## src/common/fsh_pkg.sv

```systemverilog
// Purpose: Shared constants and stream word helpers for the FEC sync header
//          transmit end and its receiving partner.
// Assumes: One 66-bit block per valid cycle; stream bit 0 sent first.
// Notes:   Stream words are indexed by position, bit 0 = first block.
`default_nettype none

package fsh_pkg;

  // ---------------------------------------------------------------------
  // Framing
  // ---------------------------------------------------------------------
  localparam int BLK_W   = 64;
  localparam int MB_BLKS = 32;
  localparam int POS_W   = 5;
  localparam logic [POS_W-1:0] POS_LAST = 5'h1f;

  // Two-bit sync header, element [0] is sent first
  localparam logic [0:1] HDR_ONE  = 2'h1;
  localparam logic [0:1] HDR_ZERO = 2'h2;

  // ---------------------------------------------------------------------
  // Modes and parity
  // ---------------------------------------------------------------------
  localparam logic [1:0] MODE_CRC = 2'h0;
  localparam logic [1:0] MODE_FEC = 2'h2;
  localparam int FEC_W = 26;
  localparam int CRC_W = 12;
  // Feedback taps, top term implied
  localparam logic [FEC_W-1:0] FEC_POLY = 26'h0220211;
  localparam logic [CRC_W-1:0] CRC_POLY = 12'h30f;

  // ---------------------------------------------------------------------
  // Stream word layout
  // ---------------------------------------------------------------------
  localparam int EXT_END_BIT = 22;
  localparam int FEC_P3_BIT = 23;
  localparam int PILOT_LSB = 27;
  // Positions 27..31 carry 0,0,0,0,1
  localparam logic [4:0] PILOT_FIELD = 5'h10;

  // ---------------------------------------------------------------------
  // Receiver registers (APB byte offsets and fields)
  // ---------------------------------------------------------------------
  localparam logic [11:0] REG_CTRL = 12'h000;
  localparam logic [11:0] REG_STAT = 12'h004;
  localparam logic [11:0] REG_SYND = 12'h008;
  localparam logic [11:0] REG_ERRC = 12'h00c;
  localparam logic [15:0] CTRL_RST = 16'h0000;
  localparam int CTRL_EN  = 0;
  localparam int CTRL_MODE_LSB = 1;
  localparam int CTRL_DELAY_LSB = 8;

  function automatic logic [31:0] fec_word(input logic [FEC_W-1:0] p,
                                           input logic eo);
    logic [31:0] w;
    w = '0;
    for (int i = 0; i < 22; i++) w[i] = p[25-i];
    w[EXT_END_BIT] = eo;
    w[FEC_P3_BIT] = p[3];
    for (int k = 0; k < 3; k++) w[24+k] = p[2-k];
    w[31:PILOT_LSB] = PILOT_FIELD;
    return w;
  endfunction : fec_word

  function automatic logic [FEC_W-1:0] fec_take(input logic [31:0] w);
    logic [FEC_W-1:0] p;
    p = '0;
    for (int i = 0; i < 22; i++) p[25-i] = w[i];
    p[3] = w[FEC_P3_BIT];
    for (int k = 0; k < 3; k++) p[2-k] = w[24+k];
    return p;
  endfunction : fec_take

  // Groups of three parity bits then a fixed one; command bits are zero
  function automatic logic [31:0] crc_word(input logic [CRC_W-1:0] c,
                                           input logic eo);
    logic [31:0] w;
    w = '0;
    for (int g = 0; g < 4; g++) begin
      for (int j = 0; j < 3; j++) w[4*g+j] = c[11-3*g-j];
      w[4*g+3] = 1'b1;
    end
    w[19] = 1'b1;
    w[21] = 1'b1;
    w[23] = 1'b1;
    w[EXT_END_BIT] = eo;
    w[31:PILOT_LSB] = PILOT_FIELD;
    return w;
  endfunction : crc_word

endpackage : fsh_pkg

`default_nettype wire

```

## src/common/fsh_link_if.sv

```systemverilog
// Purpose: Block-parallel lane between transmit end and receiving end.
// Assumes: Both ends on core_clk; one block per cycle with blk_valid.
// Notes:   emphasis stands in for the analog serializer setting.
`default_nettype none
`timescale 1ns/1ps

interface fsh_link_if;
  logic        blk_valid;
  logic [0:1]  sync_hdr;
  logic [63:0] payload;
  logic [3:0]  emphasis;

  modport tx (output blk_valid, output sync_hdr, output payload,
              output emphasis);
  modport rx (input blk_valid, input sync_hdr, input payload,
              input emphasis);
endinterface : fsh_link_if

`default_nettype wire

```

## src/hw/fsh_par_div.sv

```systemverilog
// Purpose: Polynomial divider over one multiblock of payload, one whole block per cycle.
// Assumes: first/last mark the first and last block of a multiblock.
// Notes:   par holds the result of the last completed multiblock.
`default_nettype none
`timescale 1ns/1ps

module fsh_par_div #(
  parameter int             W    = 26,
  parameter logic [W-1:0]   POLY = '0,
  parameter int             DW   = 64
) (
  // Clock and reset
  input  wire logic          core_clk,
  input  wire logic          rstn,
  // Block input
  input  wire logic          en,
  input  wire logic          first,
  input  wire logic          last,
  input  wire logic [DW-1:0] data,
  // Result
  output logic      [W-1:0]  par
);

  logic [W-1:0] acc_ff;
  logic [W-1:0] par_ff;
  logic [W-1:0] nxt_acc;

  // Oldest bit first, one shift per payload bit
  always_comb begin
    logic fb;
    fb = 1'b0;
    nxt_acc = first ? '0 : acc_ff;
    for (int i = DW-1; i >= 0; i--) begin
      fb = data[i] ^ nxt_acc[W-1];
      nxt_acc = {nxt_acc[W-2:0], 1'b0} ^ (fb ? POLY : '0);
    end
  end

  always_ff @(posedge core_clk or negedge rstn) begin
    if (!rstn) begin
      acc_ff <= '0;
      par_ff <= '0;
    end else if (en) begin
      acc_ff <= nxt_acc;
      if (last) par_ff <= nxt_acc;
    end
  end

  assign par = par_ff;

endmodule : fsh_par_div

`default_nettype wire

```

## src/hw/fsh_rx_end.sv

```systemverilog
// Purpose: Receiving end: lock monitors, FEC syndrome and buffer release,
//          controlled over APB.
// Assumes: Lane and local_ext_multiblock_clock are on core_clk; one lane.
// Notes:   Syndrome is reported, not used to correct data.
`default_nettype none
`timescale 1ns/1ps

module fsh_rx_end #(
  parameter int MB_PER_EMB  = 1,
  parameter int SH_WIN_W    = 6,
  parameter int SH_ERR_MAX  = 4,
  parameter int MB_CONFIRM  = 4,
  parameter int MB_ERR_MAX  = 4,
  parameter int EMB_ERR_MAX = 3
) (
  // Clock and reset
  input  wire logic        core_clk,
  input  wire logic        rstn,
  // APB slave
  input  wire logic [11:0] paddr,
  input  wire logic        psel,
  input  wire logic        penable,
  input  wire logic        pwrite,
  input  wire logic [31:0] pwdata,
  output logic      [31:0] prdata,
  output logic             pready,
  output logic             pslverr,
  // Timing reference and user side
  input  wire logic        local_ext_multiblock_clock,
  output logic             sysref_request,
  output logic             rx_valid,
  output logic      [63:0] rx_data,
  // Lane
  fsh_link_if.rx           link
);

  localparam int MB_CW = (MB_PER_EMB > 1) ? $clog2(MB_PER_EMB) : 1;
  localparam logic [MB_CW-1:0] MB_END = MB_CW'(MB_PER_EMB - 1);

  logic [15:0] ctrl_ff;
  logic [31:0] prdata_ff;
  logic        pready_ff, pslverr_ff;
  logic        blk_lock_ff, mb_lock_ff, emb_lock_ff, par_ok_ff;
  logic        buf_ff, released_ff, armed_ff, sref_req_ff;
  logic [SH_WIN_W-1:0] bwin_ff;
  logic [7:0]  berr_ff, merr_ff, eerr_ff, hits_ff, rcnt_ff;
  logic [fsh_pkg::POS_W-1:0] pos_ff;
  logic [MB_CW-1:0] emb_cnt_ff;
  logic [31:0] sr_ff;
  logic [25:0] synd_ff;
  logic [15:0] errc_ff;
  logic        rxv_ff;
  logic [63:0] rxd_ff;

  // -----------------------------------------------------------------------
  // APB decode
  // -----------------------------------------------------------------------
  wire        en_on   = ctrl_ff[fsh_pkg::CTRL_EN];
  wire [1:0]  mode    = ctrl_ff[fsh_pkg::CTRL_MODE_LSB +: 2];
  wire [7:0]  buffer_release_delay = ctrl_ff[fsh_pkg::CTRL_DELAY_LSB +: 8];
  wire        setup   = psel & ~penable;
  wire        hit_c   = (paddr == fsh_pkg::REG_CTRL);
  wire        hit_s   = (paddr == fsh_pkg::REG_STAT);
  wire        hit_y   = (paddr == fsh_pkg::REG_SYND);
  wire        hit_e   = (paddr == fsh_pkg::REG_ERRC);
  wire        hit_any = hit_c | hit_s | hit_y | hit_e;
  wire        wr_c    = psel & penable & pwrite & pready_ff & hit_c;
  wire [31:0] stat_w  = {26'h0, sref_req_ff, released_ff, emb_lock_ff,
                         mb_lock_ff, blk_lock_ff, buf_ff};
  wire [31:0] rd_mux  = hit_c ? {16'h0, ctrl_ff} :
                        hit_s ? stat_w :
                        hit_y ? {6'h0, synd_ff} :
                        hit_e ? {16'h0, errc_ff} : 32'h0;

  // Parameters frozen while enabled; only the enable bit then writes
  wire [15:0] nxt_ctrl = en_on ? {ctrl_ff[15:1], pwdata[0]}
                               : pwdata[15:0];

  always_ff @(posedge core_clk or negedge rstn) begin
    if (!rstn) begin
      ctrl_ff    <= fsh_pkg::CTRL_RST;
      prdata_ff  <= '0;
      pready_ff  <= 1'b0;
      pslverr_ff <= 1'b0;
    end else begin
      pready_ff  <= setup;
      pslverr_ff <= setup & ~hit_any;
      prdata_ff  <= (setup & ~pwrite) ? rd_mux : 32'h0;
      if (wr_c) ctrl_ff <= nxt_ctrl;
    end
  end

  // -----------------------------------------------------------------------
  // Lane decode
  // -----------------------------------------------------------------------
  wire        v       = link.blk_valid & en_on;
  wire        sh_bad  = (link.sync_hdr[0] == link.sync_hdr[1]);
  wire        sh_bit  = (link.sync_hdr == fsh_pkg::HDR_ONE);
  wire [31:0] sr_now  = {sr_ff[30:0], sh_bit};
  wire [31:0] word    = {<<{sr_now}};
  wire        pilot   = (word[31:fsh_pkg::PILOT_LSB] == fsh_pkg::PILOT_FIELD);
  wire        eo      = word[fsh_pkg::EXT_END_BIT];
  wire [fsh_pkg::POS_W-1:0] cur = fsh_pkg::POS_W'(pos_ff + 1'b1);
  wire        mb_end  = mb_lock_ff & (cur == fsh_pkg::POS_LAST);
  wire        cand    = (hits_ff != 8'h0);
  wire        at_cand = cand & (cur == fsh_pkg::POS_LAST);
  wire        exp_eo  = (emb_cnt_ff == MB_END);
  wire        win_end = &bwin_ff;
  wire [7:0]  berr_n  = 8'(berr_ff + {7'h0, sh_bad});
  wire [25:0] rx_par;
  // Previous multiblock's parity against the one carried now
  wire [25:0] synd    = rx_par ^ fsh_pkg::fec_take(word);

  fsh_par_div #(
    .W    (fsh_pkg::FEC_W),
    .POLY (fsh_pkg::FEC_POLY),
    .DW   (fsh_pkg::BLK_W)
  ) u_chk_div (
    .core_clk (core_clk),
    .rstn     (rstn),
    .en       (v & mb_lock_ff),
    .first    (cur == '0),
    .last     (cur == fsh_pkg::POS_LAST),
    .data     (link.payload),
    .par      (rx_par)
  );

  // -----------------------------------------------------------------------
  // Lock monitors, syndrome and release
  // -----------------------------------------------------------------------
  always_ff @(posedge core_clk or negedge rstn) begin
    if (!rstn) begin
      {blk_lock_ff, mb_lock_ff, emb_lock_ff, par_ok_ff} <= '0;
      {buf_ff, released_ff, armed_ff, sref_req_ff} <= '0;
      {bwin_ff, berr_ff, merr_ff, eerr_ff, hits_ff, rcnt_ff} <= '0;
      {pos_ff, emb_cnt_ff, sr_ff, synd_ff, errc_ff} <= '0;
    end else if (!en_on) begin
      {blk_lock_ff, mb_lock_ff, emb_lock_ff, par_ok_ff} <= '0;
      {buf_ff, released_ff, armed_ff} <= '0;
      {bwin_ff, berr_ff, hits_ff} <= '0;
      errc_ff <= '0;
    end else begin
      if (v) begin
        sr_ff   <= sr_now;
        bwin_ff <= SH_WIN_W'(bwin_ff + 1'b1);
        berr_ff <= win_end ? 8'h0 : berr_n;
        // A lone bad header is absorbed; SH_ERR_MAX or more in a window drop lock
        if (win_end) blk_lock_ff <= (berr_n < 8'(SH_ERR_MAX));
        if (!blk_lock_ff) begin
          {mb_lock_ff, emb_lock_ff, par_ok_ff, buf_ff, released_ff} <= '0;
          hits_ff <= '0;
        end else if (!mb_lock_ff) begin
          // One candidate at a time; chance pilot patterns in parity
          // bits elsewhere must not restart a good count
          pos_ff <= (pilot && !cand) ? fsh_pkg::POS_LAST : cur;
          if (at_cand) hits_ff <= pilot ? 8'(hits_ff + 1'b1) : 8'h0;
          else if (pilot && !cand) hits_ff <= 8'h1;
          if (at_cand && pilot && hits_ff >= 8'(MB_CONFIRM - 1))
            mb_lock_ff <= 1'b1;
          merr_ff <= '0;
        end else begin
          pos_ff <= cur;
          if (mb_end) begin
            par_ok_ff <= 1'b1;
            if (par_ok_ff && mode == fsh_pkg::MODE_FEC) begin
              synd_ff <= synd;
              if (synd != '0) errc_ff <= 16'(errc_ff + 1'b1);
            end
            merr_ff <= pilot ? 8'h0 : 8'(merr_ff + 1'b1);
            if (!pilot && merr_ff >= 8'(MB_ERR_MAX - 1)) begin
              {mb_lock_ff, emb_lock_ff, par_ok_ff} <= '0;
              {buf_ff, released_ff, hits_ff} <= '0;
            end
            if (!emb_lock_ff) begin
              if (eo) {emb_lock_ff, sref_req_ff} <= 2'h2;
              emb_cnt_ff <= '0;
              eerr_ff    <= '0;
            end else begin
              emb_cnt_ff <= exp_eo ? '0 : MB_CW'(emb_cnt_ff + 1'b1);
              eerr_ff <= (eo == exp_eo) ? 8'h0 : 8'(eerr_ff + 1'b1);
              if (eo != exp_eo && eerr_ff >= 8'(EMB_ERR_MAX - 1)) begin
                {emb_lock_ff, sref_req_ff} <= 2'h1;
                {buf_ff, released_ff} <= '0;
              end else if (exp_eo) begin
                buf_ff <= 1'b1;
              end
            end
          end
        end
      end
      // Release point offset from the local timing edge
      if (local_ext_multiblock_clock) begin
        armed_ff <= 1'b1;
        rcnt_ff  <= '0;
      end else if (armed_ff) begin
        if (rcnt_ff == buffer_release_delay) begin
          armed_ff <= 1'b0;
          if (buf_ff) released_ff <= 1'b1;
        end else begin
          rcnt_ff <= 8'(rcnt_ff + 1'b1);
        end
      end
    end
  end

  always_ff @(posedge core_clk or negedge rstn) begin
    if (!rstn) begin
      rxv_ff <= 1'b0;
      rxd_ff <= '0;
    end else begin
      rxv_ff <= v & released_ff;
      if (v) rxd_ff <= link.payload;
    end
  end

  assign prdata         = prdata_ff;
  assign pready         = pready_ff;
  assign pslverr        = pslverr_ff;
  assign sysref_request = sref_req_ff;
  assign rx_valid       = rxv_ff;
  assign rx_data        = rxd_ff;

endmodule : fsh_rx_end

`default_nettype wire

```

## src/flat_wrapper.sv

```systemverilog
// flat-port wrapper written by rule: the top's interface ports become plain ports
module fsh_rx_end_flat 
#(
  parameter int MB_PER_EMB  = 1,
  parameter int SH_WIN_W    = 6,
  parameter int SH_ERR_MAX  = 4,
  parameter int MB_CONFIRM  = 4,
  parameter int MB_ERR_MAX  = 4,
  parameter int EMB_ERR_MAX = 3
)
  (core_clk, rstn, paddr, psel, penable, pwrite, pwdata, prdata, pready, pslverr, local_ext_multiblock_clock, sysref_request, rx_valid, rx_data, link_blk_valid, link_sync_hdr, link_payload, link_emphasis);
  fsh_link_if link_i ();
  input  wire logic core_clk;
  input  wire logic rstn;
  input  wire logic [11:0] paddr;
  input  wire logic psel;
  input  wire logic penable;
  input  wire logic pwrite;
  input  wire logic [31:0] pwdata;
  output logic      [31:0] prdata;
  output logic pready;
  output logic pslverr;
  input  wire logic local_ext_multiblock_clock;
  output logic sysref_request;
  output logic rx_valid;
  output logic      [63:0] rx_data;
  input wire logic [$bits(link_i.blk_valid)-1:0] link_blk_valid;
  input wire logic [$bits(link_i.sync_hdr)-1:0] link_sync_hdr;
  input wire logic [$bits(link_i.payload)-1:0] link_payload;
  input wire logic [$bits(link_i.emphasis)-1:0] link_emphasis;
  assign link_i.blk_valid = link_blk_valid;
  assign link_i.sync_hdr = link_sync_hdr;
  assign link_i.payload = link_payload;
  assign link_i.emphasis = link_emphasis;
  fsh_rx_end #(.MB_PER_EMB(MB_PER_EMB), .SH_WIN_W(SH_WIN_W), .SH_ERR_MAX(SH_ERR_MAX), .MB_CONFIRM(MB_CONFIRM), .MB_ERR_MAX(MB_ERR_MAX), .EMB_ERR_MAX(EMB_ERR_MAX)) u_core (.core_clk(core_clk), .rstn(rstn), .paddr(paddr), .psel(psel), .penable(penable), .pwrite(pwrite), .pwdata(pwdata), .prdata(prdata), .pready(pready), .pslverr(pslverr), .local_ext_multiblock_clock(local_ext_multiblock_clock), .sysref_request(sysref_request), .rx_valid(rx_valid), .rx_data(rx_data), .link(link_i));
endmodule
```

## config.mk

```make
export PLATFORM = sky130hd
export DESIGN_NAME = fsh_rx_end_flat
export DESIGN_NICKNAME = d
export VERILOG_FILES = /design/src/common/fsh_pkg.sv /design/src/common/fsh_link_if.sv /design/src/hw/fsh_par_div.sv /design/src/hw/fsh_rx_end.sv /design/src/flat_wrapper.sv
export SDC_FILE = /design/constraint.sdc
export NUM_CORES = 1
export LEC_CHECK = 0
export BUFFER_PORTS_ARGS = -buffer_cell sky130_fd_sc_hd__buf_2
export CORE_MARGIN = 2
export CORE_UTILIZATION = 49
export DETAILED_ROUTE_END_ITERATION = 7
export GPL_TIMING_DRIVEN = 0
export PLACE_DENSITY = 0.77
export SLEW_MARGIN = 20
export SYNTH_ARGS = -nofsm -noshare
export SYNTH_HDL_FRONTEND = slang
export SYNTH_SLANG_ARGS = --single-unit
```

## constraint.sdc

```tcl
create_clock -name core_clk -period 3.9 [get_ports core_clk]
set_input_delay 0.195 -clock core_clk [delete_from_list [all_inputs] [get_ports core_clk]]
set_output_delay 0.195 -clock core_clk [all_outputs]
set_load 0.01 [all_outputs]
```

# After elaboration in Yosys (flattened, before gate mapping)
# Index checks and enable logic that the tools add are counted.
dict set report totals {
  register_bits 300
  inputBits 121
  output_inout_bits 100
  elab_cells 399
}
dict set report op_classes {
  add_sub_neg 9
  magnitude_cmp 4
  n_eq_ne 26
  mux 155
  bitwise 149
  n_reduce_logical 28
}
# operator count
set op_table {}
lappend op_table {{bitwise XOR 26 x 22 -> 26 bit} 64}
lappend op_table {{2-to-1 mux 22 bit} 64}
lappend op_table {{2-to-1 mux 8 bit} 20}
lappend op_table {{2-to-1 mux 16 bit} 8}
lappend op_table {{2-to-1 mux 32 bit} 4}
lappend op_table {{bitwise XOR 1 bit} 64}
lappend op_table {{2-to-1 mux 1 bit} 54}
lappend op_table {{adder 8 x 1 -> 8 bit (second input constant)} 4}
lappend op_table {{2-to-1 mux 26 bit} 1}
lappend op_table {{nonzero test 26 bit} 1}
lappend op_table {{bitwise XOR 26 bit} 1}
lappend op_table {{== test 12 x 4 -> 1 bit (second input constant)} 2}
lappend op_table {{greater-or-equal comparator 8 x 2 -> 1 bit (second input constant)} 3}
lappend op_table {{!= test 2 bit (second input constant)} 10}
lappend op_table {{AND reduction 6 bit} 3}
lappend op_table {{adder 16 x 1 -> 16 bit (second input constant)} 1}
lappend op_table {{AND 1 bit} 12}
lappend op_table {{== test 12 x 3 -> 1 bit (second input constant)} 1}
lappend op_table {{zero test 12 bit} 1}
lappend op_table {{2-to-1 mux 6 bit} 2}
lappend op_table {{== test 5 bit (second input constant)} 2}
lappend op_table {{2-to-1 mux 5 bit} 2}
lappend op_table {{AND reduction 3 bit} 3}
lappend op_table {{adder 8 x 1 -> 8 bit} 1}
lappend op_table {{23 further kinds} 43}

# Depth between registers and ports, before layout
# Gate-level depths: netlist (run 1).
dict set report logic_depth {
  depth_word 195
  mapped_depth 12
  depth_no_buf 11
}

# Modules after synthesis
# Synthesis (run 1) repeated with hierarchy kept, for this count alone.
dict set report unflattened {
  cells_unflattened 1359
  hier_area_um2 15843.9
}
# mod instances cells_per_inst area_each_um2
set modules_own_cells {}
lappend modules_own_cells {fsh_rx_end 1 973 11189.5}
lappend modules_own_cells {fsh_par_div 1 386 4654.5}

# Worst setup path after synthesis (run 1)
# Ideal clock, no wire load.
dict set report synth_timing {
  kind {register to register}
  from {reg u_core.pos_ff[0] in the netlist's numbering}
  to {reg u_core.u_chk_div.acc_ff[4]}
  setup_ps 129
  t_arrival_ps 3645
  t_required_ps 3771
  slack_ps 126
  stages_incl_launch_ff 12
  n_path_buf 0
  synth_period_minus_slack_ps 3774
  path_cell_list {dfrtp_1 > ha_1 > nor3_1 > a31oi_2 > o21ai_1 > xnor3_2 > xnor3_2 > xnor3_2 > xnor2_2 > xnor3_1 > xor3_1 > o21ai_1}
}
dict set report synth_between {
  elab_chain_len 93
  word_cells_on_any_way 177
  cone_classes {add/sub (1); mux (56); bitwise (119); reduce/logical (1)}
}
# element line_no
set synth_lines {}
lappend synth_lines {{from (decl)} fsh_rx_end.sv:47} ;# logic [fsh_pkg::POS_W-1:0] pos_ff;
lappend synth_lines {{from (signal assigned)} fsh_rx_end.sv:155} ;# pos_ff <= (pilot && !cand) ? fsh_pkg::POS_LAST : cur;
lappend synth_lines {{from (signal assigned)} fsh_rx_end.sv:162} ;# pos_ff <= cur;
lappend synth_lines {{adder 5 x 1 -> 5 bit *} fsh_rx_end.sv:103} ;# wire [fsh_pkg::POS_W-1:0] cur = fsh_pkg::POS_W'(pos_ff + 1'b1);
lappend synth_lines {{zero test 5 bit *} fsh_rx_end.sv:122} ;# .first (cur == '0),
lappend synth_lines {{2-to-1 mux 26 bit *} fsh_par_div.sv:32} ;# nxt_acc = first ? '0 : acc_ff;
lappend synth_lines {{bitwise XOR 26 x 22 -> 26 bit * (3 in series)} fsh_par_div.sv:35} ;# nxt_acc = {nxt_acc[W-2:0], 1'b0} ^ (fb ? POLY : '0);
lappend synth_lines {{bitwise XOR 1 bit} fsh_par_div.sv:34} ;# fb = data[i] ^ nxt_acc[W-1];
lappend synth_lines {{2-to-1 mux 22 bit} fsh_par_div.sv:35}
lappend synth_lines {{bitwise XOR 26 x 22 -> 26 bit * (5 in series)} fsh_par_div.sv:35}
lappend synth_lines {{bitwise XOR 1 bit} fsh_par_div.sv:34}
lappend synth_lines {{[... 63 more ...]} n/a}
lappend synth_lines {{2-to-1 mux 22 bit} fsh_par_div.sv:35}
lappend synth_lines {{bitwise XOR 26 x 22 -> 26 bit * (5 in series)} fsh_par_div.sv:35}
lappend synth_lines {{bitwise XOR 1 bit} fsh_par_div.sv:34}
lappend synth_lines {{2-to-1 mux 22 bit} fsh_par_div.sv:35}
lappend synth_lines {{bitwise XOR 26 x 22 -> 26 bit * (5 in series)} fsh_par_div.sv:35}
lappend synth_lines {{bitwise XOR 1 bit} fsh_par_div.sv:34}
lappend synth_lines {{2-to-1 mux 22 bit} fsh_par_div.sv:35}
lappend synth_lines {{bitwise XOR 26 x 22 -> 26 bit *} fsh_par_div.sv:35}
lappend synth_lines {{to (signal assigned)} fsh_par_div.sv:44} ;# acc_ff <= nxt_acc;
lappend synth_lines {{to (decl)} fsh_par_div.sv:24} ;# logic [W-1:0] acc_ff;
# Mark *: on every way between the ends. The rest lies on a longest branch, timed or not.
# A chain may end at the register's enable or synchronous reset.

# Worst setup path in the final report (run 1)
dict set report layout_timing {
  from {reg u_core.u_chk_div.acc_ff[23]}
  to {reg u_core.u_chk_div.par_ff[17], in the netlist u_core.u_chk_div.par[17]}
}
dict set report layout_between {
  elab_chain_len 85
  word_cells_on_any_way 145
  cone_classes {mux (41); bitwise (104)}
}
# element line_no
set layout_lines {}
lappend layout_lines {{2-to-1 mux 26 bit *} fsh_par_div.sv:32}
lappend layout_lines {{bitwise XOR 26 x 22 -> 26 bit * (2 in series)} fsh_par_div.sv:35}
lappend layout_lines {{bitwise XOR 1 bit *} fsh_par_div.sv:34}
lappend layout_lines {{2-to-1 mux 22 bit *} fsh_par_div.sv:35}
lappend layout_lines {{bitwise XOR 26 x 22 -> 26 bit * (5 in series)} fsh_par_div.sv:35}
lappend layout_lines {{bitwise XOR 1 bit or bitwise XOR 26 x 22 -> 26 bit (tied branches)} {fsh_par_div.sv:34, fsh_par_div.sv:35}}
lappend layout_lines {{2-to-1 mux 22 bit or bitwise XOR 26 x 22 -> 26 bit (tied branches)} fsh_par_div.sv:35}
lappend layout_lines {{bitwise XOR 26 x 22 -> 26 bit * (5 in series)} fsh_par_div.sv:35}
lappend layout_lines {{[... 36 more ...]} n/a}
lappend layout_lines {{2-to-1 mux 22 bit (tied with other cells)} fsh_par_div.sv:35}
lappend layout_lines {{bitwise XOR 26 x 22 -> 26 bit * (9 in series)} fsh_par_div.sv:35}
lappend layout_lines {{bitwise XOR 1 bit or bitwise XOR 26 x 22 -> 26 bit (tied branches)} {fsh_par_div.sv:34, fsh_par_div.sv:35}}
lappend layout_lines {{2-to-1 mux 22 bit (tied with other cells)} fsh_par_div.sv:35}
lappend layout_lines {{bitwise XOR 26 x 22 -> 26 bit * (9 in series)} fsh_par_div.sv:35}
lappend layout_lines {{bitwise XOR 1 bit or bitwise XOR 26 x 22 -> 26 bit (tied branches)} {fsh_par_div.sv:34, fsh_par_div.sv:35}}
lappend layout_lines {{2-to-1 mux 22 bit (tied with other cells)} fsh_par_div.sv:35}
lappend layout_lines {{bitwise XOR 26 x 22 -> 26 bit * (9 in series)} fsh_par_div.sv:35}
lappend layout_lines {{to (signal assigned)} fsh_par_div.sv:45} ;# if (last) par_ff <= nxt_acc;
lappend layout_lines {{to (decl)} fsh_par_div.sv:25} ;# logic [W-1:0] par_ff;
# Marked as above.

==> results of run 1 <==
-- metrics by stage --
stage	std cells	power [mW]
after floorplan	1420	8.334
after global placement	2013	10.10
after detailed placement	2016	10.22
after CTS	2161	14.06
after global routing	2185	15.35
final	2186	14.91
-- report_power, final --
group | switching (mW) | internal, mW
sequential | 0.00135 | 3.04
combinational | 4.07 | 4.53
clock | 1.31 | 1.96
-- path summary, 6_finish.rpt --
check,start,end,slack [ns],cells after the start
worst min-delay path,link_payload[51],u_core.rx_data[51],0.02,2
worst max register to register,u_core.u_chk_div.acc_ff[23],u_core.u_chk_div.par[17],0.05,11
max in group asynchronous,rstn,u_core.u_chk_div.acc_ff[12],2.44,4
worst max-delay path,u_core.u_chk_div.acc_ff[23],u_core.u_chk_div.par[17],0.05,11
min in group asynchronous,rstn,u_core.bwin_ff[2],0.22,2
worst min register to register,u_core.eerr_ff[7],u_core.eerr_ff[7],0.49,1
-- Yosys cell counts (2+ instances only) --
master and number:
xor2_2 2, or3_1 7, a22o_1 2, mux2_2 122
xnor2_1 179, and2_1 31, xnor3_2 5, o41ai_1 2
nor2b_1 8, nand2b_1 9, inv_1 14, xor2_1 65
xnor3_1 39, nand3_1 24, o22ai_1 9, o21ai_0 108
nor2_2 2, a21boi_0 7, buf_2 6, or4_1 4
clkbuf_1 45, mux2i_1 14, a31oi_1 2, a22oi_1 11
buf_1 5, xnor2_2 7, nor3b_1 3, nor2_1 79
or2_2 8, o31ai_1 9, nor4_1 9, o21ai_1 13
xor3_1 12, a21oi_1 46, nor3_1 9, and3_1 21
nand2_1 132, nand4_1 16, nand3b_1 2, ha_1 14
buf_4 7, dfrtp_1 293
-- worst max-delay path: stages, from the launching register on --
cell     delay [ns]
dfrtp_2        0.41
xnor3_2        0.50
xnor2_4        0.17
xnor2_1        0.18
nor2_2         0.13
xnor3_1        0.42
xnor3_1        0.46
xor3_2         0.33
xnor3_2        0.43
buf_6          0.14
xor3_2         0.46
o21ai_1        0.07
-- final cells by class --
cell class / count / area [um2] / area share, %
Multi-Input combinational cell: 1050 / 8628 / 43.05
Inverter: 14 / 52.55 / 0.2622
Tap cell: 402 / 503.0 / 2.510
Clock buffer: 48 / 933.4 / 4.657
Antenna cell: 1 / 2.502 / 0.01249
Buffer: 62 / 287.8 / 1.436
Clock inverter: 14 / 222.7 / 1.111
Timing Repair Buffer: 302 / 2072 / 10.34
Sequential cell: 293 / 7340 / 36.62
-- state kept, by name, summed over array words and instances (netlist names), 6 cells and up --
name and flops:
u_core.berr_ff 8, u_core.bwin_ff 6, u_core.ctrl_ff 16, u_core.eerr_ff 8
u_core.errc_ff 16, u_core.hits_ff 8, u_core.merr_ff 8, u_core.prdata 26
u_core.rcnt_ff 8, u_core.rx_data 64, u_core.sr_ff 31, u_core.synd_ff 26
u_core.u_chk_div.acc_ff 26, u_core.u_chk_div.par 26
-- routing by layer --
metal / vias to the layer above / GRT usage, %
li1: 5539 / -
met4: 2 / 9.312
met2: 430 / 42.82
met1: 5801 / 30.65
met5: - / 0
met3: 97 / 5.098
-- repair_timing --
item	4_1_cts	5_1_grt
pin swaps	7	31
endpoints found under the hold margin	142	0
hold buffers	75	0
setup buffers	8	25
resized for setup	36	51
setup endpoints to repair	36	29
-- cell families (layout without fill, tap and decap cells) --
family | count (synthesis) | in the layout | synth area share [%]
fa+ha+maj | 14 | 14 | 1.102
other cells | 1 | 7 | 0.02359
compound gates | 218 | 218 | 7.683
mux | 136 | 136 | 9.525
simple gates | 366 | 366 | 10.91
flops | 293 | 293 | 46.13
buf+inv | 77 | 440 | 2.031
xor+xnor | 310 | 310 | 22.59
==> results.py, run 1 <==
metrics = {
    "status": {
        "status": "complete, no violations",
    },
    "routing": {
        "wirelength_mm": 41.46,
        "via_per_inst": 5.430,
        "wl_per_cell_um": 18.97,
        "ant_nets": 0,
        "drtPass1Iterations": 5,
        "via_count": 11869,
        "top_layer_used": "met5",
        "wl_met2_mm": 20.47,
        "first_iter_violations": 598,
        "drc": 0,
        "met1_length_mm": 16.83,
        "met3_length_mm": 2.684,
    },
    "global_route": {
        "grt_max_degree": 89,
        "antenna_found_initial": 2,
        "grt_pass1_vias": 12121,
        "grt.overflow.total": 0,
        "grt_usage_pct": 24.77,
        "grt_pass1_wl_mm": 65.44,
    },
    "timing": {
        "setup_viol": 0,
        "skew_ns": 0.01725,
        "hold_ws_ns": 0.01880,
        "post-route-period-util_pct": 98.70,
        "layout_setup_ws_ns": 0.05087,
        "slew_viol_final": 0,
        "hold_viol": 0,
        "clock.fmax_mhz": 259.8,
        "finalSetupTns_ns": 0,
        "worstMarginPinSlew_ns": 1.051,
        "post-route-min-period_ns": 3.849,
        "maxSlewHeadroom_pct": 29.75,
    },
    "logic_synthesis": {
        "synth_warnings": 0,
        "synth-edff-count": 0,
        "ys_ff_latch": 293,
        "synth_area_um2": 15890,
        "yosysTopAreaCell": "dfrtp_1",
        "synthArstFlopShare_pct": 100.0,
        "netlist_top_cells_area": "dfrtp_1 46%, xnor2_1 9.9%, mux2_2 8.6%",
        "synth_top_area_share_pct": 46.13,
        "synthCells": 1415,
        "synth.distinct_cells": 55,
        "syn_avg_cell_area_um2": 11.23,
        "synth_flop_cell": "dfrtp_1",
        "seq_area_frac_synth_pct": 46.13,
    },
    "floorplan": {
        "die_h_um": 184.1,
        "dieArea_um2": 33890,
        "rows": 65,
        "initial_core_util_pct": 50.11,
        "ios": 221,
        "core_area_um2": 31720,
        "die_x_um": 184.1,
    },
    "clock_tree": {
        "cts_made_buffers": 34,
        "clock_latency_ns": 0.54,
        "cts.sinks": 293,
        "clk_pin_slew_ns": 0.06,
        "cts_buffer_depth": 3,
        "htree_levels": 2,
        "cts-root-buf": "clkbuf_16",
        "cts_tree": "done",
    },
    "placed_design": {
        "dp.final_hpwl_mm": 29.22,
        "dp_worst_setup_slack_ns": -0.5468,
        "io_buffers": 191,
        "gp_congestion": 0.9174,
        "postPlaceCellArea_um2": 17470,
    },
    "finish": {
        "final_cell_mix": "287 x dfrtp_1, 190 x buf_2, 163 x xnor2_1",
        "nets": 1892,
        "utilization_pct": 63.19,
        "num-fill-cells": 2371,
        "design_area_um2": 20040,
        "area_delta_synth_final_pct": 26.10,
        "final_common_cell": "dfrtp_1",
        "drive_above_1_share_pct": 27.87,
    },
    "power": {
        "ir_worst_vdd_v": 0.001594,
        "powerDensity_nw_per_um2": 744.1,
        "p_leak_nw": 9.802,
    },
    "critical_path": {
        "critPathKind": "reg2reg",
        "startpoint_type": "flip-flop",
        "worstPathArrival_ns": 4.25,
        "critical_path_required_ns": 4.30,
        "cp_max_fo": 4,
        "endpoint_kind": "flip-flop",
    },
    "flow_run": {
        "maxCapViolCount": 0,
    },
    "worst_hold_path": {
        "hold_class": "in2reg",
    },
}
No activity file was read; power rests on OpenSTA's default activity.
==> run 2, diff against run 1 <==
ABC_AREA = 1   (was not set)
==> run 2 against run 1 <==
Sequential share of layout area shrank 3.4 points. Largest cell class unchanged. Cell area increased by 10%. Clock skew increased by 0.0037 ns. Sequential cell count is the same. Clock power rose by 4%. The run now ends with negative setup slack left.
==> results.py, run 2 <==
metrics = {
    "floorplan": {
        "ios": 221,
        "die_x_um": 186.8,
        "initial_core_util_pct": 50.05,
        "dieArea_um2": 34880,
        "die_h_um": 186.8,
        "rows": 66,
        "core_area_um2": 32700,
    },
    "worst_hold_path": {
        "hp-start": "link_payload[20]",
        "worstHoldPathCells": 3,
        "holdPathEnd": "u_core.rx_data[20]",
        "hold_class": "in2reg",
    },
    "critical_path": {
        "slowest_stage": "dfrtp_1",
        "endpoint_kind": "flip-flop",
        "critical_path_required_ns": 4.32,
        "worst_r2r_endpoint": "u_core.u_chk_div.acc_ff[20]",
        "critPathKind": "reg2reg",
        "reg2reg_from": "u_core.pos_ff[0]",
        "rr_worst_depth": 37,
        "startpoint_type": "flip-flop",
        "cp_max_fo": 7,
        "slowest_delay_ns": 0.39,
        "worstPathArrival_ns": 5.29,
        "r2r_slack_ns": -0.97,
        "crit_top_cell": "nand2_4",
    },
    "logic_synthesis": {
        "yosysTopAreaCell": "dfrtp_1",
        "synthCells": 2127,
        "ys_ff_latch": 293,
        "synth_area_um2": 16370,
        "synth_warnings": 0,
        "synthArstFlopShare_pct": 100.0,
        "synth.distinct_cells": 56,
        "syn_avg_cell_area_um2": 7.695,
        "seq_area_frac_synth_pct": 44.79,
        "netlist_top_cells_area": "dfrtp_1 45%, nand2_1 16%, inv_1 5.8%",
        "synth.most_common_cell": "nand2_1",
        "synth-edff-count": 0,
        "synth_flop_cell": "dfrtp_1",
        "synthTopCellsByCount": "691 x nand2_1, 293 x dfrtp_1, 255 x inv_1",
        "synth_top_area_share_pct": 44.79,
    },
    "routing": {
        "via_count": 16076,
        "drc": 0,
        "wl_per_cell_um": 17.94,
        "ant_nets": 0,
        "drtPass1Iterations": 6,
        "via_per_inst": 5.470,
        "wirelength_mm": 52.72,
        "first_iter_violations": 1288,
    },
    "finish": {
        "final_common_cell": "nand2_1",
        "final_cell_mix": "507 x nand2_1, 292 x dfrtp_1, 233 x inv_1",
        "drive_above_1_share_pct": 30.69,
        "num-fill-cells": 2502,
        "design_area_um2": 22080,
        "nets": 2608,
        "multi_input_area_um2": 9607,
        "stdcell_count": 2939,
        "area_delta_synth_final_pct": 34.88,
        "final-seq-area_um2": 7333,
        "largest_reg_flops": 64,
    },
    "placed_design": {
        "gp_congestion": 0.9556,
        "dp.final_hpwl_mm": 35.63,
        "dp_cells": 2771,
        "dp_worst_setup_slack_ns": -1.029,
        "postPlaceCellArea_um2": 18020,
        "io_buffers": 194,
    },
    "power": {
        "p_leak_nw": 11.29,
        "powerDensity_nw_per_um2": 615.5,
        "ir_worst_vdd_v": 0.0005794,
    },
    "clock_tree": {
        "cts-root-buf": "clkbuf_16",
        "cts.sinks": 293,
        "htree_levels": 2,
        "cts_made_buffers": 34,
        "clk_pin_slew_ns": 0.06,
        "clock_latency_ns": 0.53,
        "cts_buffer_depth": 3,
        "cts_tree": "done",
    },
    "timing": {
        "maxSlewHeadroom_pct": 35.47,
        "post-route-period-util_pct": 124.7,
        "slew_viol_final": 0,
        "clock.fmax_mhz": 205.5,
        "skew_ns": 0.02095,
        "setup_viol": 38,
        "rsz0062_at_grt": "yes",
        "worstMarginPinSlew_ns": 0.9605,
        "layout_setup_ws_ns": -0.9651,
        "hold_viol": 0,
        "post-route-min-period_ns": 4.865,
    },
    "status": {
        "violations": "negative setup slack",
        "status": "finished, violations left",
    },
    "flow_run": {
        "maxCapViolCount": 0,
    },
    "global_route": {
        "grt_pass1_wl_mm": 77.04,
        "grt_pass1_vias": 15190,
        "antenna_found_initial": 1,
        "grt_max_degree": 87,
        "grt.overflow.total": 0,
        "grt_usage_pct": 27.37,
    },
}
-- run 2: cell types whose count changed in the layout (fill, tap and decap cells not counted), moves of 91 or more --
| cell | previous run | this run |
|---|---|---|
| nand2_4 | 1 | 92 |
| mux2_2 | 122 | 13 |
| nand2_1 | 131 | 507 |
| inv_1 | 14 | 233 |
| nand2_2 | 0 | 170 |
| xnor2_1 | 163 | 22 |
-- run 2: cells by family (layout without fill, tap and decap cells) --
kind of cell | count (synthesis) | count (layout) | share of synthesized area (%)
DFF | 293 | 293 | 44.79
muxes | 14 | 14 | 0.9555
adders and majority gates | 14 | 14 | 1.070
buffers and inverters | 325 | 688 | 7.789
xor gates and xnor gates | 116 | 116 | 6.780
AOI/OAI and AO/OA | 222 | 222 | 7.728
and+or+nand+nor | 1142 | 1143 | 30.86
other | 1 | 7 | 0.02291
-- run 2: final cells by class --
type                    instances  share of cell area (%)
diodes                          1                 0.01133
plain buffers                  55                   1.235
clock buffers                  41                   4.063
clock inverters                18                   1.286
inverters                     270                   4.613
multi-input cells            1515                   43.51
flip-flops and latches        293                   33.22
well taps                     442                   2.505
repair buffers                304                   9.555
-- run 2: worst max-delay path, delay by kind of cell (launching register included) --
| family | cells | cell delay, ns |
|---|---|---|
| simple gates | 27 | 2.88 |
| fa+ha+maj | 1 | 0.18 |
| flops | 1 | 0.39 |
| xor+xnor | 3 | 0.67 |
| buf+inv | 6 | 0.63 |
-- run 2: report_power, final --
group / switching, mW / internal, mW / total (mW)
Sequential: 0.148 / 3.23 / 3.38
Combinational: 4.35 / 2.47 / 6.81
Clock: 1.33 / 2.06 / 3.40
-- run 2: metrics by stage --
step           power [mW]  util (%)  hold slack (ns)  setup TNS (ns)
6_report            13.59     67.51          0.01700          -31.76
5_1_grt             14.24     67.51          0.02763          -41.24
4_1_cts             12.02     62.57         0.006401          -21.88
3_5_place_dp        7.531     55.10           0.1348          -33.32
3_3_place_gp        7.401     54.82           0.3806         -815.00
2_1_floorplan       6.546         -          -0.1006        -0.04543
-- run 2: layer usage --
| metal | part of all wire [%] | GRT usage [%] |
|---|---|---|
| met1 | 40 | 35.09 |
| met2 | 48 | 46.35 |
| met3 | 6.9 | 4.156 |
| met4 | 5.9 | 11.42 |
| met5 | 0 | 0 |
-- run 2: worst max path at each step --
stage | end | start | slack, ns
floorplan | u_core.u_chk_div.acc_ff[20] | u_core.pos_ff[1] | -0.02
global placement | u_core.sr_ff[22] | rstn | -2.70
detailed placement | u_core.u_chk_div.acc_ff[17] | u_core.pos_ff[1] | -1.03
CTS | u_core.u_chk_div.acc_ff[6] | u_core.pos_ff[1] | -0.67
global route | u_core.u_chk_div.acc_ff[18] | u_core.pos_ff[0] | -1.20
finish | u_core.u_chk_div.acc_ff[20] | u_core.pos_ff[0] | -0.97
-- run 2: what timing repair did --
item,in CTS,in global routing
pin swaps,63,100
hold endpoints to repair,102,0
cloned,3,2
resized for setup,120,335
hold buffers,55,0
buffers inserted,26,22
endpoints found under the setup margin,38,70
==> run 3, diff against run 2 <==
PLACE_DENSITY = 0.75   (was 0.77)
==> run 3 against run 2 <==
The run still ends with negative setup slack left. Sequential power barely moved. Maximum frequency fell by 5.3%. Hold slack got worse by 0.0043 ns. Combinational power rose by 19%. Sequential cell count did not move. Routed wire length rose by 3.8%. Utilization rose by 0.73 points. Critical endpoint is now u_core.u_chk_div.par[18]. Largest power group unchanged. Highest routed layer unchanged.
==> results.py, run 3 (same netlist as run 2, synthesis figures left out) <==
metrics = {
    "timing": {
        "hold_ws_ns": 0.01274,
        "post-route-min-period_ns": 5.138,
        "hold_viol": 0,
        "slew_viol_final": 0,
        "post-route-period-util_pct": 131.7,
        "worstMarginPinSlew_ns": 1.184,
        "maxSlewHeadroom_pct": 20.82,
        "skew_ns": 0.02832,
        "setup_viol": 38,
        "layout_setup_ws_ns": -1.238,
        "clock.fmax_mhz": 194.6,
        "rsz0062_at_grt": "yes",
    },
    "status": {
        "status": "finished, violations left",
        "violations": "negative setup slack",
    },
    "power": {
        "power_frac_clock_pct": 21.6,
        "intPower_mw": 8.114,
        "net-switching-power_mw": 6.553,
        "p_sw_share_pct": 44.68,
        "p_leak_nw": 11.35,
        "powerDensity_nw_per_um2": 657.2,
        "ir_worst_vdd_v": 0.0006350,
        "combPwrFrac_pct": 55.4,
        "seq_power_share_pct": 23.0,
    },
    "floorplan": {
        "core_area_um2": 32700,
        "die_h_um": 186.8,
        "ios": 221,
        "dieArea_um2": 34880,
        "rows": 66,
        "die_x_um": 186.8,
        "initial_core_util_pct": 50.05,
    },
    "routing": {
        "ant_nets": 0,
        "via_count": 16521,
        "wl_per_cell_um": 18.56,
        "first_iter_violations": 1564,
        "wirelength_mm": 54.75,
        "drc": 0,
        "via_per_inst": 5.602,
        "drtPass1Iterations": 7,
    },
    "critical_path": {
        "crit_family": "simple AND/OR/NAND/NOR gates",
        "worstPathArrival_ns": 5.54,
        "crit_buf_inv": 4,
        "startpoint_type": "flip-flop",
        "critPathKind": "reg2reg",
        "cp_max_fo": 8,
        "slowest_delay_ns": 0.42,
        "endpoint_kind": "flip-flop",
        "slowest_stage": "dfrtp_1",
        "crit_top_cell": "nand2_2",
        "critical_path_required_ns": 4.30,
    },
    "finish": {
        "largest_reg_flops": 64,
        "stdcell_count": 2949,
        "design_area_um2": 22320,
        "final_cell_mix": "493 x nand2_1, 292 x dfrtp_1, 233 x inv_1",
        "nets": 2619,
        "num-fill-cells": 2417,
        "antenna_cells": 0,
        "drive_above_1_share_pct": 31.67,
        "area_delta_synth_final_pct": 36.35,
        "final_common_cell": "nand2_1",
    },
    "worst_hold_path": {
        "hold_class": "in2reg",
    },
    "clock_tree": {
        "cts_tree": "done",
        "cts_made_buffers": 34,
        "htree_levels": 2,
        "cts-root-buf": "clkbuf_16",
        "clk_pin_slew_ns": 0.06,
        "clock_latency_ns": 0.53,
        "cts_buffer_depth": 3,
        "cts.sinks": 293,
    },
    "global_route": {
        "grt_pass1_vias": 15457,
        "antenna_found_initial": 0,
        "grt_usage_pct": 27.55,
        "grt_max_degree": 98,
        "grt_pass1_wl_mm": 77.78,
        "grt.overflow.total": 0,
    },
    "placed_design": {
        "dp_cells": 2771,
        "postPlaceCellArea_um2": 18020,
        "gp_congestion": 0.9392,
        "dp_worst_setup_slack_ns": -0.9776,
        "io_buffers": 194,
        "dp.final_hpwl_mm": 35.56,
    },
    "flow_run": {
        "maxCapViolCount": 0,
    },
}
[run 3: cell types whose count changed in the layout (fill, tap and decap cells not counted), sizes merged]
cell	delta
bufinv	-4
clkinvlp	-1
diode	-1
inv	-2
buf	+14
dlygate4sd3	-1
clkbuf	+2
clkinv	+3
[run 3: power groups by stage]
stage	Clock, mW	Sequential, mW	Combinational [mW]
after floorplan	0	3.43	3.12
after global placement	0	3.42	3.98
after detailed placement	0	3.42	4.09
after CTS	3.19	3.37	5.62
after global routing	3.32	3.40	8.47
final	3.17	3.38	8.12
[run 3: worst paths after layout]
path                                     from                        to  slack [ns]  cells after the start
max                          u_core.pos_ff[0]  u_core.u_chk_div.par[18]       -1.24                     38
min                          link_payload[20]        u_core.rx_data[20]        0.01                      3
max reg2reg                  u_core.pos_ff[0]  u_core.u_chk_div.par[18]       -1.24                     38
min reg2reg                u_core.rx_data[48]        u_core.rx_data[48]        0.48                      2
max in group asynchronous                rstn        u_core.rx_data[29]        2.44                      4
min in group asynchronous                rstn         u_core.merr_ff[2]        0.21                      2
[run 3: what timing repair did]
action                     4_1_cts  5_1_grt
setup endpoints to repair       38       70
pin swaps                       86      129
hold buffers                    54        0
gates resized for setup        179      335
buffers inserted                38       25
gates cloned                     4        0
hold endpoints to repair       108        0
[run 3: per-layer routing]
metal	part of all wire [%]	global-route usage, %	wire (um)	up-vias
met4	6.2	12.33	3406	0
met2	47	46.31	25990	890
met5	0	0	0	-
li1	-	-	-	7474
met1	39	35.40	21220	7903
met3	7.5	4.062	4129	254
[run 3: worst reg2reg max path, delay by kind of cell, from the launching register on]
family | cells | cell delay, ns
adder cells (fa/ha/maj) | 1 | 0.19
AND/OR/NAND/NOR | 32 | 3.66
XOR/XNOR | 1 | 0.23
flip-flops | 1 | 0.42
buffers and inverters | 4 | 0.53
[run 3: layout make-up]
class / count / area, um2 / area share [%]
repair buffers: 316 / 2231 / 9.996
flip-flops and latches: 293 / 7333 / 32.86
inverters: 270 / 1028 / 4.608
clock buffers: 45 / 952.2 / 4.266
well taps: 442 / 553.0 / 2.478
clock inverters: 14 / 151.4 / 0.6784
plain buffers: 54 / 254.0 / 1.138
multi-input cells: 1515 / 9814 / 43.98
[run 3: through the flow]
step	TNS, ns	utilization [%]	total power [mW]
2_1_floorplan	-0.04543	-	6.546
3_3_place_gp	-820.67	54.82	7.394
3_5_place_dp	-31.86	55.10	7.514
4_1_cts	-21.08	63.29	12.18
5_1_grt	-48.47	68.25	15.19
6_report	-42.70	68.25	14.67
